==> src/rtl/tft_pkg.sv <==
/*
 package for the time frame transmitter: bit timing, frame layout,
 register offsets, field positions and reset values.
 assumes a single 100 MHz clock and an APB register bus with 32-bit data.
*/
package tft_pkg;

   // ----------------------------------------------------------------
   // clock and bit timing
   // ----------------------------------------------------------------
   localparam int CLK_HZ = 100_000_000;
   localparam int CLK_PERIOD_NS = 1_000_000_000 / CLK_HZ;
   localparam int BIT_RATE_HZ = 1_000_000;
   localparam int BIT_CYCLES = CLK_HZ / BIT_RATE_HZ;
   localparam int ZERO_HIGH_NS = 250;
   localparam int ONE_HIGH_NS = 750;
   localparam int ZERO_HIGH_CYC = (ZERO_HIGH_NS + CLK_PERIOD_NS - 1) / CLK_PERIOD_NS;
   localparam int ONE_HIGH_CYC = (ONE_HIGH_NS + CLK_PERIOD_NS - 1) / CLK_PERIOD_NS;

   // ----------------------------------------------------------------
   // frame layout
   // ----------------------------------------------------------------
   localparam int FRAME_BITS = 1000;
   localparam int FRAMES_PER_SEC = 1000;
   localparam int SYNC_BITS = 48;
   localparam int MS_SYNC_ONES = 31;
   localparam int SEC_SYNC_ONES = 47;
   localparam int MS_ZERO_FILL = SYNC_BITS - MS_SYNC_ONES - 1;
   localparam int WORD_BITS = 17;
   localparam int DATA_BITS = 16;
   localparam int FRAME_WORDS = 56;
   localparam int DATA_WORDS = 55;
   localparam int TIME_WORDS = 4;
   localparam int STATUS_WORD = 54;
   localparam int CRC_WORD = 55;
   localparam int STATUS_BITS = 5;

   // ----------------------------------------------------------------
   // register map (byte addresses)
   // ----------------------------------------------------------------
   localparam logic [11:0] REG_CTRL = 12'h000;
   localparam logic [11:0] REG_CRC_POLY = 12'h004;
   localparam logic [11:0] REG_CRC_PRESET = 12'h008;
   localparam logic [11:0] REG_TIME_LO = 12'h00c;
   localparam logic [11:0] REG_TIME_HI = 12'h010;
   localparam logic [11:0] REG_STATE = 12'h014;
   localparam logic [11:0] REG_ATOMIC_LO = 12'h018;
   localparam logic [11:0] REG_ATOMIC_HI = 12'h01c;
   localparam logic [3:0] BUF_PAGE = 4'h1;
   localparam int CTRL_SRC_BIT = 0;
   localparam int CTRL_LOAD_BIT = 1;
   localparam logic [15:0] CRC_POLY_RST = 16'h1021;
   localparam logic [15:0] CRC_PRESET_RST = 16'hffff;

endpackage : tft_pkg

==> src/rtl/tft_time_frame_transmitter.sv <==
/*
 time frame transmitter: builds a 1000-bit frame every millisecond and
 sends it as a pulse-width-modulated 1 MHz clock bus, with a double
 buffer filled over APB, a 64-bit microsecond counter and a frame crc.
 assumes presetn comes only from power-up or the dedicated reset switch,
 and that status condition pins are asynchronous to pclk.
*/
// Implementation choices: the APB register port and the register offsets.
`timescale 1ns/1ps

// Notes on behaviour
// - one frame per millisecond, fifty-five data words of sixteen bits.
// - words past four come from buffer filled last frame; first four selectable.
// - millisecond marker is zeros, thirty-one ones, then one zero.
// - second marker is forty-seven ones then one zero.
// - 1 MHz pwm carrier; rising edge is bit clock, width gives value.
// - every frame is exactly one thousand bit periods.
// - each word is sixteen data bits plus one zero stop bit.
// - fifty-six words, forty-eight sync bits; zero fill leads millisecond sync.
// - word fifty-five carries crc over all bits since frame start.
// - words zero to three carry atomic microsecond count, low half first.
// - words four to seven carry utc and sidereal millisecond counts.
// - words nine to sixteen carry packed decimal times and date.
// - words seventeen to twenty carry month and weekday names and numbers.
// - word 22 offsets byte pair; word 27 signed rotation offset.
// - words 25, 26 carry binary tick phase with valid flag on top.
// - words 23, 24 carry decimal tick phase with valid flag on top.
// - status word bits zero to four report the five alarm conditions.
// - time logic resets only on power-up or reset switch.
// - counter-sourced atomic time keeps going out while host resets.
module tft_time_frame_transmitter (
   // clock and reset
   input wire logic pclk,
   input wire logic presetn,
   // apb slave
   input wire logic [11:0] paddr,
   input wire logic psel,
   input wire logic penable,
   input wire logic pwrite,
   input wire logic [31:0] pwdata,
   output logic [31:0] prdata,
   output logic pready,
   output logic pslverr,
   // alarm condition pins
   input wire logic [tft_pkg::STATUS_BITS-1:0] status_cond_in,
   // clock bus
   output logic clock_bus_out
);
   import tft_pkg::*;

   // ---------------------------------------------------------------
   // helpers
   // ---------------------------------------------------------------
   function automatic logic [15:0] crc_step(input logic [15:0] crc, input logic din,
                                            input logic [15:0] poly);
      logic fb;
      fb = crc[15] ^ din;
      crc_step = {crc[14:0], 1'b0} ^ (fb ? poly : 16'h0000);
   endfunction : crc_step

   // ---------------------------------------------------------------
   // condition pin synchroniser
   // ---------------------------------------------------------------
   logic [STATUS_BITS-1:0] cond_meta;
   logic [STATUS_BITS-1:0] cond_sync;

   always_ff @(posedge pclk or negedge presetn) begin
      if (!presetn) begin
         cond_meta <= '0;
         cond_sync <= '0;
      end else begin
         cond_meta <= status_cond_in;
         cond_sync <= cond_meta;
      end
   end

   // ---------------------------------------------------------------
   // bit and frame counters
   // ---------------------------------------------------------------
   logic [6:0] cyc_cnt;
   logic [9:0] bit_idx;
   logic [5:0] word_idx;
   logic [4:0] slot_idx;
   logic [9:0] ms_cnt;

   wire bit_tick = (cyc_cnt == 7'(BIT_CYCLES - 1));
   wire frame_end = bit_tick && (bit_idx == 10'(FRAME_BITS - 1));
   wire in_sync = (bit_idx < 10'(SYNC_BITS));
   wire sec_frame = (ms_cnt == 10'h000);
   wire slot_last = (slot_idx == 5'(WORD_BITS - 1));

   always_ff @(posedge pclk or negedge presetn) begin
      if (!presetn) begin
         cyc_cnt <= '0;
      end else if (bit_tick) begin
         cyc_cnt <= '0;
      end else begin
         cyc_cnt <= cyc_cnt + 7'h01;
      end
   end

   always_ff @(posedge pclk or negedge presetn) begin
      if (!presetn) begin
         bit_idx <= '0;
         word_idx <= '0;
         slot_idx <= '0;
      end else if (frame_end) begin
         bit_idx <= '0;
         word_idx <= '0;
         slot_idx <= '0;
      end else if (bit_tick) begin
         bit_idx <= bit_idx + 10'h001;
         if (!in_sync) begin
            slot_idx <= slot_last ? 5'h00 : slot_idx + 5'h01;
            word_idx <= slot_last ? word_idx + 6'h01 : word_idx;
         end
      end
   end

   always_ff @(posedge pclk or negedge presetn) begin
      if (!presetn) begin
         ms_cnt <= '0;
      end else if (frame_end) begin
         ms_cnt <= (ms_cnt == 10'(FRAMES_PER_SEC - 1)) ? 10'h000 : ms_cnt + 10'h001;
      end
   end

   // ---------------------------------------------------------------
   // apb decode
   // ---------------------------------------------------------------
   wire apb_setup = psel && !penable;
   wire apb_write = psel && penable && pready && pwrite;
   wire word_al = (paddr[1:0] == 2'b00);
   wire hit_ctrl = (paddr == REG_CTRL);
   wire hit_poly = (paddr == REG_CRC_POLY);
   wire hit_preset = (paddr == REG_CRC_PRESET);
   wire hit_tlo = (paddr == REG_TIME_LO);
   wire hit_thi = (paddr == REG_TIME_HI);
   wire hit_state = (paddr == REG_STATE);
   wire hit_alo = (paddr == REG_ATOMIC_LO);
   wire hit_ahi = (paddr == REG_ATOMIC_HI);
   wire [5:0] buf_idx = paddr[7:2];
   wire hit_buf = (paddr[11:8] == BUF_PAGE) && word_al && (buf_idx < 6'(FRAME_WORDS));
   wire addr_ok = hit_ctrl || hit_poly || hit_preset || hit_tlo || hit_thi || hit_state ||
                  hit_alo || hit_ahi || hit_buf;

   // ---------------------------------------------------------------
   // control registers
   // ---------------------------------------------------------------
   logic src_buffer;
   logic time_load;
   logic [15:0] crc_poly;
   logic [15:0] crc_preset;
   logic [63:0] time_stage;

   always_ff @(posedge pclk or negedge presetn) begin
      if (!presetn) begin
         src_buffer <= 1'b0;
         time_load <= 1'b0;
         crc_poly <= CRC_POLY_RST;
         crc_preset <= CRC_PRESET_RST;
         time_stage <= '0;
      end else begin
         time_load <= apb_write && hit_ctrl && pwdata[CTRL_LOAD_BIT];
         if (apb_write && hit_ctrl) begin
            src_buffer <= pwdata[CTRL_SRC_BIT];
         end
         if (apb_write && hit_poly) begin
            crc_poly <= pwdata[15:0];
         end
         if (apb_write && hit_preset) begin
            crc_preset <= pwdata[15:0];
         end
         if (apb_write && hit_tlo) begin
            time_stage[31:0] <= pwdata;
         end
         if (apb_write && hit_thi) begin
            time_stage[63:32] <= pwdata;
         end
      end
   end

   // ---------------------------------------------------------------
   // atomic microsecond counter
   // ---------------------------------------------------------------
   logic [63:0] atomic_microsecond_count;
   logic [63:0] time_snap;
   logic [63:0] next_atomic;

   // only presetn clears it; no bus activity stops the count
   assign next_atomic = time_load ? time_stage :
                        (bit_tick ? atomic_microsecond_count + 64'h1 : atomic_microsecond_count);

   always_ff @(posedge pclk or negedge presetn) begin
      if (!presetn) begin
         atomic_microsecond_count <= '0;
         time_snap <= '0;
      end else begin
         atomic_microsecond_count <= next_atomic;
         if (frame_end) begin
            time_snap <= next_atomic;
         end
      end
   end

   // ---------------------------------------------------------------
   // double frame buffer
   // ---------------------------------------------------------------
   logic [15:0] frame_buf [2][FRAME_WORDS];
   logic active_bank;

   // cleared so that unwritten words go out as zero
   always_ff @(posedge pclk or negedge presetn) begin
      if (!presetn) begin
         frame_buf <= '{default: 16'h0000};
      end else if (apb_write && hit_buf) begin
         frame_buf[!active_bank][buf_idx] <= pwdata[15:0];
      end
   end

   always_ff @(posedge pclk or negedge presetn) begin
      if (!presetn) begin
         active_bank <= 1'b0;
      end else if (frame_end) begin
         active_bank <= !active_bank;
      end
   end

   // ---------------------------------------------------------------
   // word and bit selection
   // ---------------------------------------------------------------
   logic [15:0] crc_reg;
   wire [15:0] buf_word = frame_buf[active_bank][word_idx];
   wire use_time = (word_idx < 6'(TIME_WORDS)) && !src_buffer;
   wire [15:0] time_word = time_snap[{word_idx[1:0], 4'h0} +: 16];
   wire is_status = (word_idx == 6'(STATUS_WORD));
   wire is_crc = (word_idx == 6'(CRC_WORD));
   // words 4..53 pass from the host buffer unchanged
   wire [15:0] word_data = is_crc ? crc_reg :
                           use_time ? time_word :
                           is_status ? {buf_word[15:STATUS_BITS], cond_sync} :
                           buf_word;
   wire [3:0] data_pos = 4'(DATA_BITS - 1) - slot_idx[3:0];
   wire data_bit = (slot_idx < 5'(DATA_BITS)) ? word_data[data_pos] : 1'b0;
   wire ms_sync_bit = (bit_idx >= 10'(MS_ZERO_FILL)) &&
                      (bit_idx < 10'(MS_ZERO_FILL + MS_SYNC_ONES));
   wire sec_sync_bit = (bit_idx < 10'(SEC_SYNC_ONES));
   wire tx_bit = in_sync ? (sec_frame ? sec_sync_bit : ms_sync_bit) : data_bit;
   // bit value frozen for the whole period: no second rise inside a bit
   logic bit_hold;
   wire line_bit = (cyc_cnt == 7'h00) ? tx_bit : bit_hold;
   wire [6:0] high_len = line_bit ? 7'(ONE_HIGH_CYC) : 7'(ZERO_HIGH_CYC);

   // ---------------------------------------------------------------
   // frame crc
   // ---------------------------------------------------------------
   always_ff @(posedge pclk or negedge presetn) begin
      if (!presetn) begin
         crc_reg <= CRC_PRESET_RST;
      end else if (frame_end) begin
         crc_reg <= crc_preset;
      end else if (bit_tick && !is_crc) begin
         crc_reg <= crc_step(crc_reg, line_bit, crc_poly);
      end
   end

   // ---------------------------------------------------------------
   // pwm line driver
   // ---------------------------------------------------------------
   always_ff @(posedge pclk or negedge presetn) begin
      if (!presetn) begin
         clock_bus_out <= 1'b0;
         bit_hold <= 1'b0;
      end else begin
         clock_bus_out <= (cyc_cnt < high_len);
         bit_hold <= line_bit;
      end
   end

   // ---------------------------------------------------------------
   // apb answer
   // ---------------------------------------------------------------
   wire [31:0] state_word = {6'h00, bit_idx, cond_sync, active_bank, ms_cnt};
   wire [31:0] read_mux = hit_ctrl ? {31'h0, src_buffer} :
                          hit_poly ? {16'h0000, crc_poly} :
                          hit_preset ? {16'h0000, crc_preset} :
                          hit_tlo ? time_stage[31:0] :
                          hit_thi ? time_stage[63:32] :
                          hit_state ? state_word :
                          hit_alo ? atomic_microsecond_count[31:0] :
                          hit_ahi ? atomic_microsecond_count[63:32] :
                          32'h0000_0000;

   always_ff @(posedge pclk or negedge presetn) begin
      if (!presetn) begin
         pready <= 1'b0;
         pslverr <= 1'b0;
         prdata <= '0;
      end else begin
         pready <= apb_setup;
         pslverr <= apb_setup && !addr_ok;
         prdata <= (apb_setup && !pwrite) ? read_mux : 32'h0000_0000;
      end
   end
endmodule : tft_time_frame_transmitter

==> config.mk <==
export PLATFORM = sky130hd
export DESIGN_NAME = tft_time_frame_transmitter
export DESIGN_NICKNAME = d
export VERILOG_FILES = /design/src/rtl/tft_pkg.sv /design/src/rtl/tft_time_frame_transmitter.sv
export SDC_FILE = /design/constraint.sdc
export NUM_CORES = 2
export LEC_CHECK = 0
export BUFFER_PORTS_ARGS = -buffer_cell sky130_fd_sc_hd__buf_2
export CAP_MARGIN = 20
export CORE_MARGIN = 1.5
export CORE_UTILIZATION = 25
export DETAILED_ROUTE_END_ITERATION = 16
export SYNTH_ARGS = -nofsm -noshare
export SYNTH_HDL_FRONTEND = slang
export SYNTH_SLANG_ARGS = --single-unit
==> constraint.sdc <==
create_clock -name pclk -period 4.6 [get_ports pclk]
set_input_delay 0.69 -clock pclk [delete_from_list [all_inputs] [get_ports pclk]]
set_output_delay 0.69 -clock pclk [all_outputs]
set_load 0.01 [all_outputs]
==> results.cfg <==
[status]
outcome = finished with violations
violations = design-rule violations

[synth]
syn_area_per_cell_sq_um = 14.5
syn-cell-area_sq_mm = 0.0978
ys_seq_area_frac = 0.543
synth_edf_count = 0
yosys.area.top_type = dfrtp_1
synth_area_leaders = dfrtp_1 53%, mux2_2 23%, mux4_2 9.4%, clkbuf_1 1.7%, mux2i_1 1.3%
async_reset_ff_frac = 1.00
ys_ff_latch = 2119
synthCells = 6757
ys.flop_type = dfrtp_1
ys_types = 89
yosys.area.top_type_share = 0.533
synthesis.nets = 6824
ys_warn_count = 0

[route]
antenna_left = 0
first_iter_violations = 5967
vias = 63034
dr.pass1.iters = 16
wl_per_cell_um = 26.0
via_per_inst = 5.02
wl_um = 326000
route.detailed.drc = 18

[timing]
tightest_slew_ns = 1.18
finalCritPeriodShare = 0.999
tns_ns = 0
slew_headroom = 0.213
final-setup-viol-count = 0
maxSlewViolCount = 0
min_period_ns = 4.60
timing.fmax_mhz = 218
finClkSkew_ns = 0.0626
hold_violations = 0
timing.hold.ws_ns = 0.0493
worst_slack_ns = 0.00325

[floorplan]
pin_count = 89
fp.dieW_um = 628
dieArea_sq_mm = 0.395
fp-row-count = 229
core_area_sq_mm = 0.389
initial_core_util = 0.251
die_h_um = 628

[setup_path]
critPathMaxFanout = 15
worstPathCellList = buf_12, buf_16, buf_4, or2_2, o22ai_1, o22ai_1, buf_4, o22ai_1, nor3_1, nor4_2, a31oi_1, o2111ai_2, buf_6, o21ai_2, o21ai_2, ha_1, a211o_1, a311o_1, a21oi_2
cp-start-kind = register
cp.required_ns = 5.41
cp_slowest_stage_delay_ns = 0.60
cp_common_cell = o22ai_1
crit_start = active_bank$_DFFE_PN0P_
cp.arrival_ns = 5.41
cp_num_buf_inv = 5
r2r-start = active_bank$_DFFE_PN0P_
worstSetupPathType = register to register
crit_family = compound AO/OA/AOI/OAI gates
slowest_stage = dfrtp_4
end_kind = register

[global_routing]
grt_pass1_vias = 65829
grt_max_degree = 178
grtUsageTotal = 0.161
antenna_found_initial = 31
grt-ovfl-total = 0
grt_pass1_wl_um = 474000

[pwr]
p_seq_frac = 0.488
p_clk_frac = 0.488
intPower_mw = 29.7
peakVddDrop_uv = 316
powerDensity_mw_per_mm2 = 328
power_frac_comb = 0.024
leakage_nw = 54.2
swShare = 0.224
power_mw = 38.2
switching_power_mw = 8.58

[clock_network]
cts-root-buf = clkbuf_16
cts_made_buffers = 222
cts_sinks = 2119
cts_max_level = 4
clkLatencyLatePin_ns = 0.92
cts.path.max_buffers = 4
tritoncts = built
path_clk_slew_ns = 0.06

[cells_and_area]
area_growth_pct = 19.2
largest_reg_flops = 1792
postLayoutCoreUtil = 0.299
nets = 7249
layout_commonest_cell = dfrtp_1
drive_gt1_frac = 0.503
max_flop_register = frame_buf
fill_cells = 38730
final_cell_mix = 2078 x dfrtp_1, 1980 x mux2_2, 611 x buf_4

[min_path]
hold_path_class = input port to register
worstHoldStart = pwdata[21]

[placed_design]
gp_congestion = 0.998
port_buffers = 88
hpwl_um = 224000
pre_cts_slack_ns = -0.838

[job]
maxCapViolCount = 0
## power by group through the flow
stage	Combinational [mW]	Sequential [mW]	Clock, mW
2_1_floorplan	0.225	19.0	0
3_3_place_gp	0.878	19.0	0
3_5_place_dp	0.915	19.0	0
4_1_cts	0.922	18.7	19.0
5_1_grt	1.00	18.6	19.7
6_report	0.905	18.7	18.7
## worst register-to-register path: cells and delay by family (launching register included)
family                   cells  cell delay, ns
AO/OA/AOI/OAI               10            1.91
buffers and inverters        5            0.92
AND/OR/NAND/NOR              3            0.83
flip-flops                   1            0.60
adder cells (fa/ha/maj)      1            0.26
## kinds of logic (layout without fill, tap and decap cells)
group / count (synthesis) / in the layout / share of synthesized area
mux: 2528 / 2528 / 0.338
flops: 2119 / 2119 / 0.543
simple gates: 790 / 790 / 0.0369
buf+inv: 619 / 1213 / 0.0296
compound gates: 591 / 591 / 0.0421
xor+xnor: 97 / 97 / 0.00869
fa+ha+maj: 13 / 13 / 0.00166
other cells: 0 / 3 / 0
## through the flow
step           cell area, sq um  instances
6_report                 117000      12551
5_1_grt                  117000      12550
3_3_place_gp             108000      12123
3_5_place_dp             108000      12124
2_1_floorplan             97800       6757
4_1_cts                  116000      12533
## worst paths after layout
check                                        endpoint  slack (ns)  cells after the start
min                        time_stage[53]$_DFFE_PN0P_        0.05                      2
min in group asynchronous  time_stage[30]$_DFFE_PN0P_        0.35                      2
max reg2reg                   clock_bus_out$_DFF_PN0_       0.003                     19
max in group asynchronous  frame_buf[339]$_DFFE_PN0P_        2.60                      4
min reg2reg                    cond_sync[4]$_DFF_PN0_        0.36                      0
max                           clock_bus_out$_DFF_PN0_       0.003                     19
## cell usage after synthesis (all sizes together), types with 26 or more instances
library cell / instances
mux2: 1980
mux4: 420
a22oi: 91
a21oi: 75
mux2i: 128
o21ai: 143
xnor2: 52
buf: 151
xor2: 45
nor2: 181
nand3: 76
nand4: 30
a222oi: 26
nand2: 333
a31oi: 37
o22ai: 37
a22o: 27
a221oi: 26
nor3: 34
dfstp: 35
clkbuf: 438
dfrtp: 2084
## cell type report
type / instances / area [sq um] / share of cell area
Sequential cell: 2119 / 53100 / 0.456
Tap cell: 5197 / 6500 / 0.0558
Inverter: 27 / 104 / 0.000891
Antenna cell: 3 / 7.51 / 0.0000644
Timing Repair Buffer: 793 / 7020 / 0.0603
Multi-Input combinational cell: 4019 / 42300 / 0.363
Clock buffer: 311 / 6410 / 0.0550
Clock inverter: 82 / 1120 / 0.00964
## repair_timing
item	CTS	global route
resized for setup	33	56
hold endpoints to repair	58	0
endpoints found under the setup margin	18	7
setup buffers	10	12
cloned	0	2
pin swaps	2	12
hold buffers	6	0
## layer usage
layer  GRT usage  part of all wire
met1       0.214              0.42
met4      0.0630             0.043
met2       0.255              0.46
met3      0.0351             0.073
met5           0           0.00030
Power figures use the tool's default switching activity.
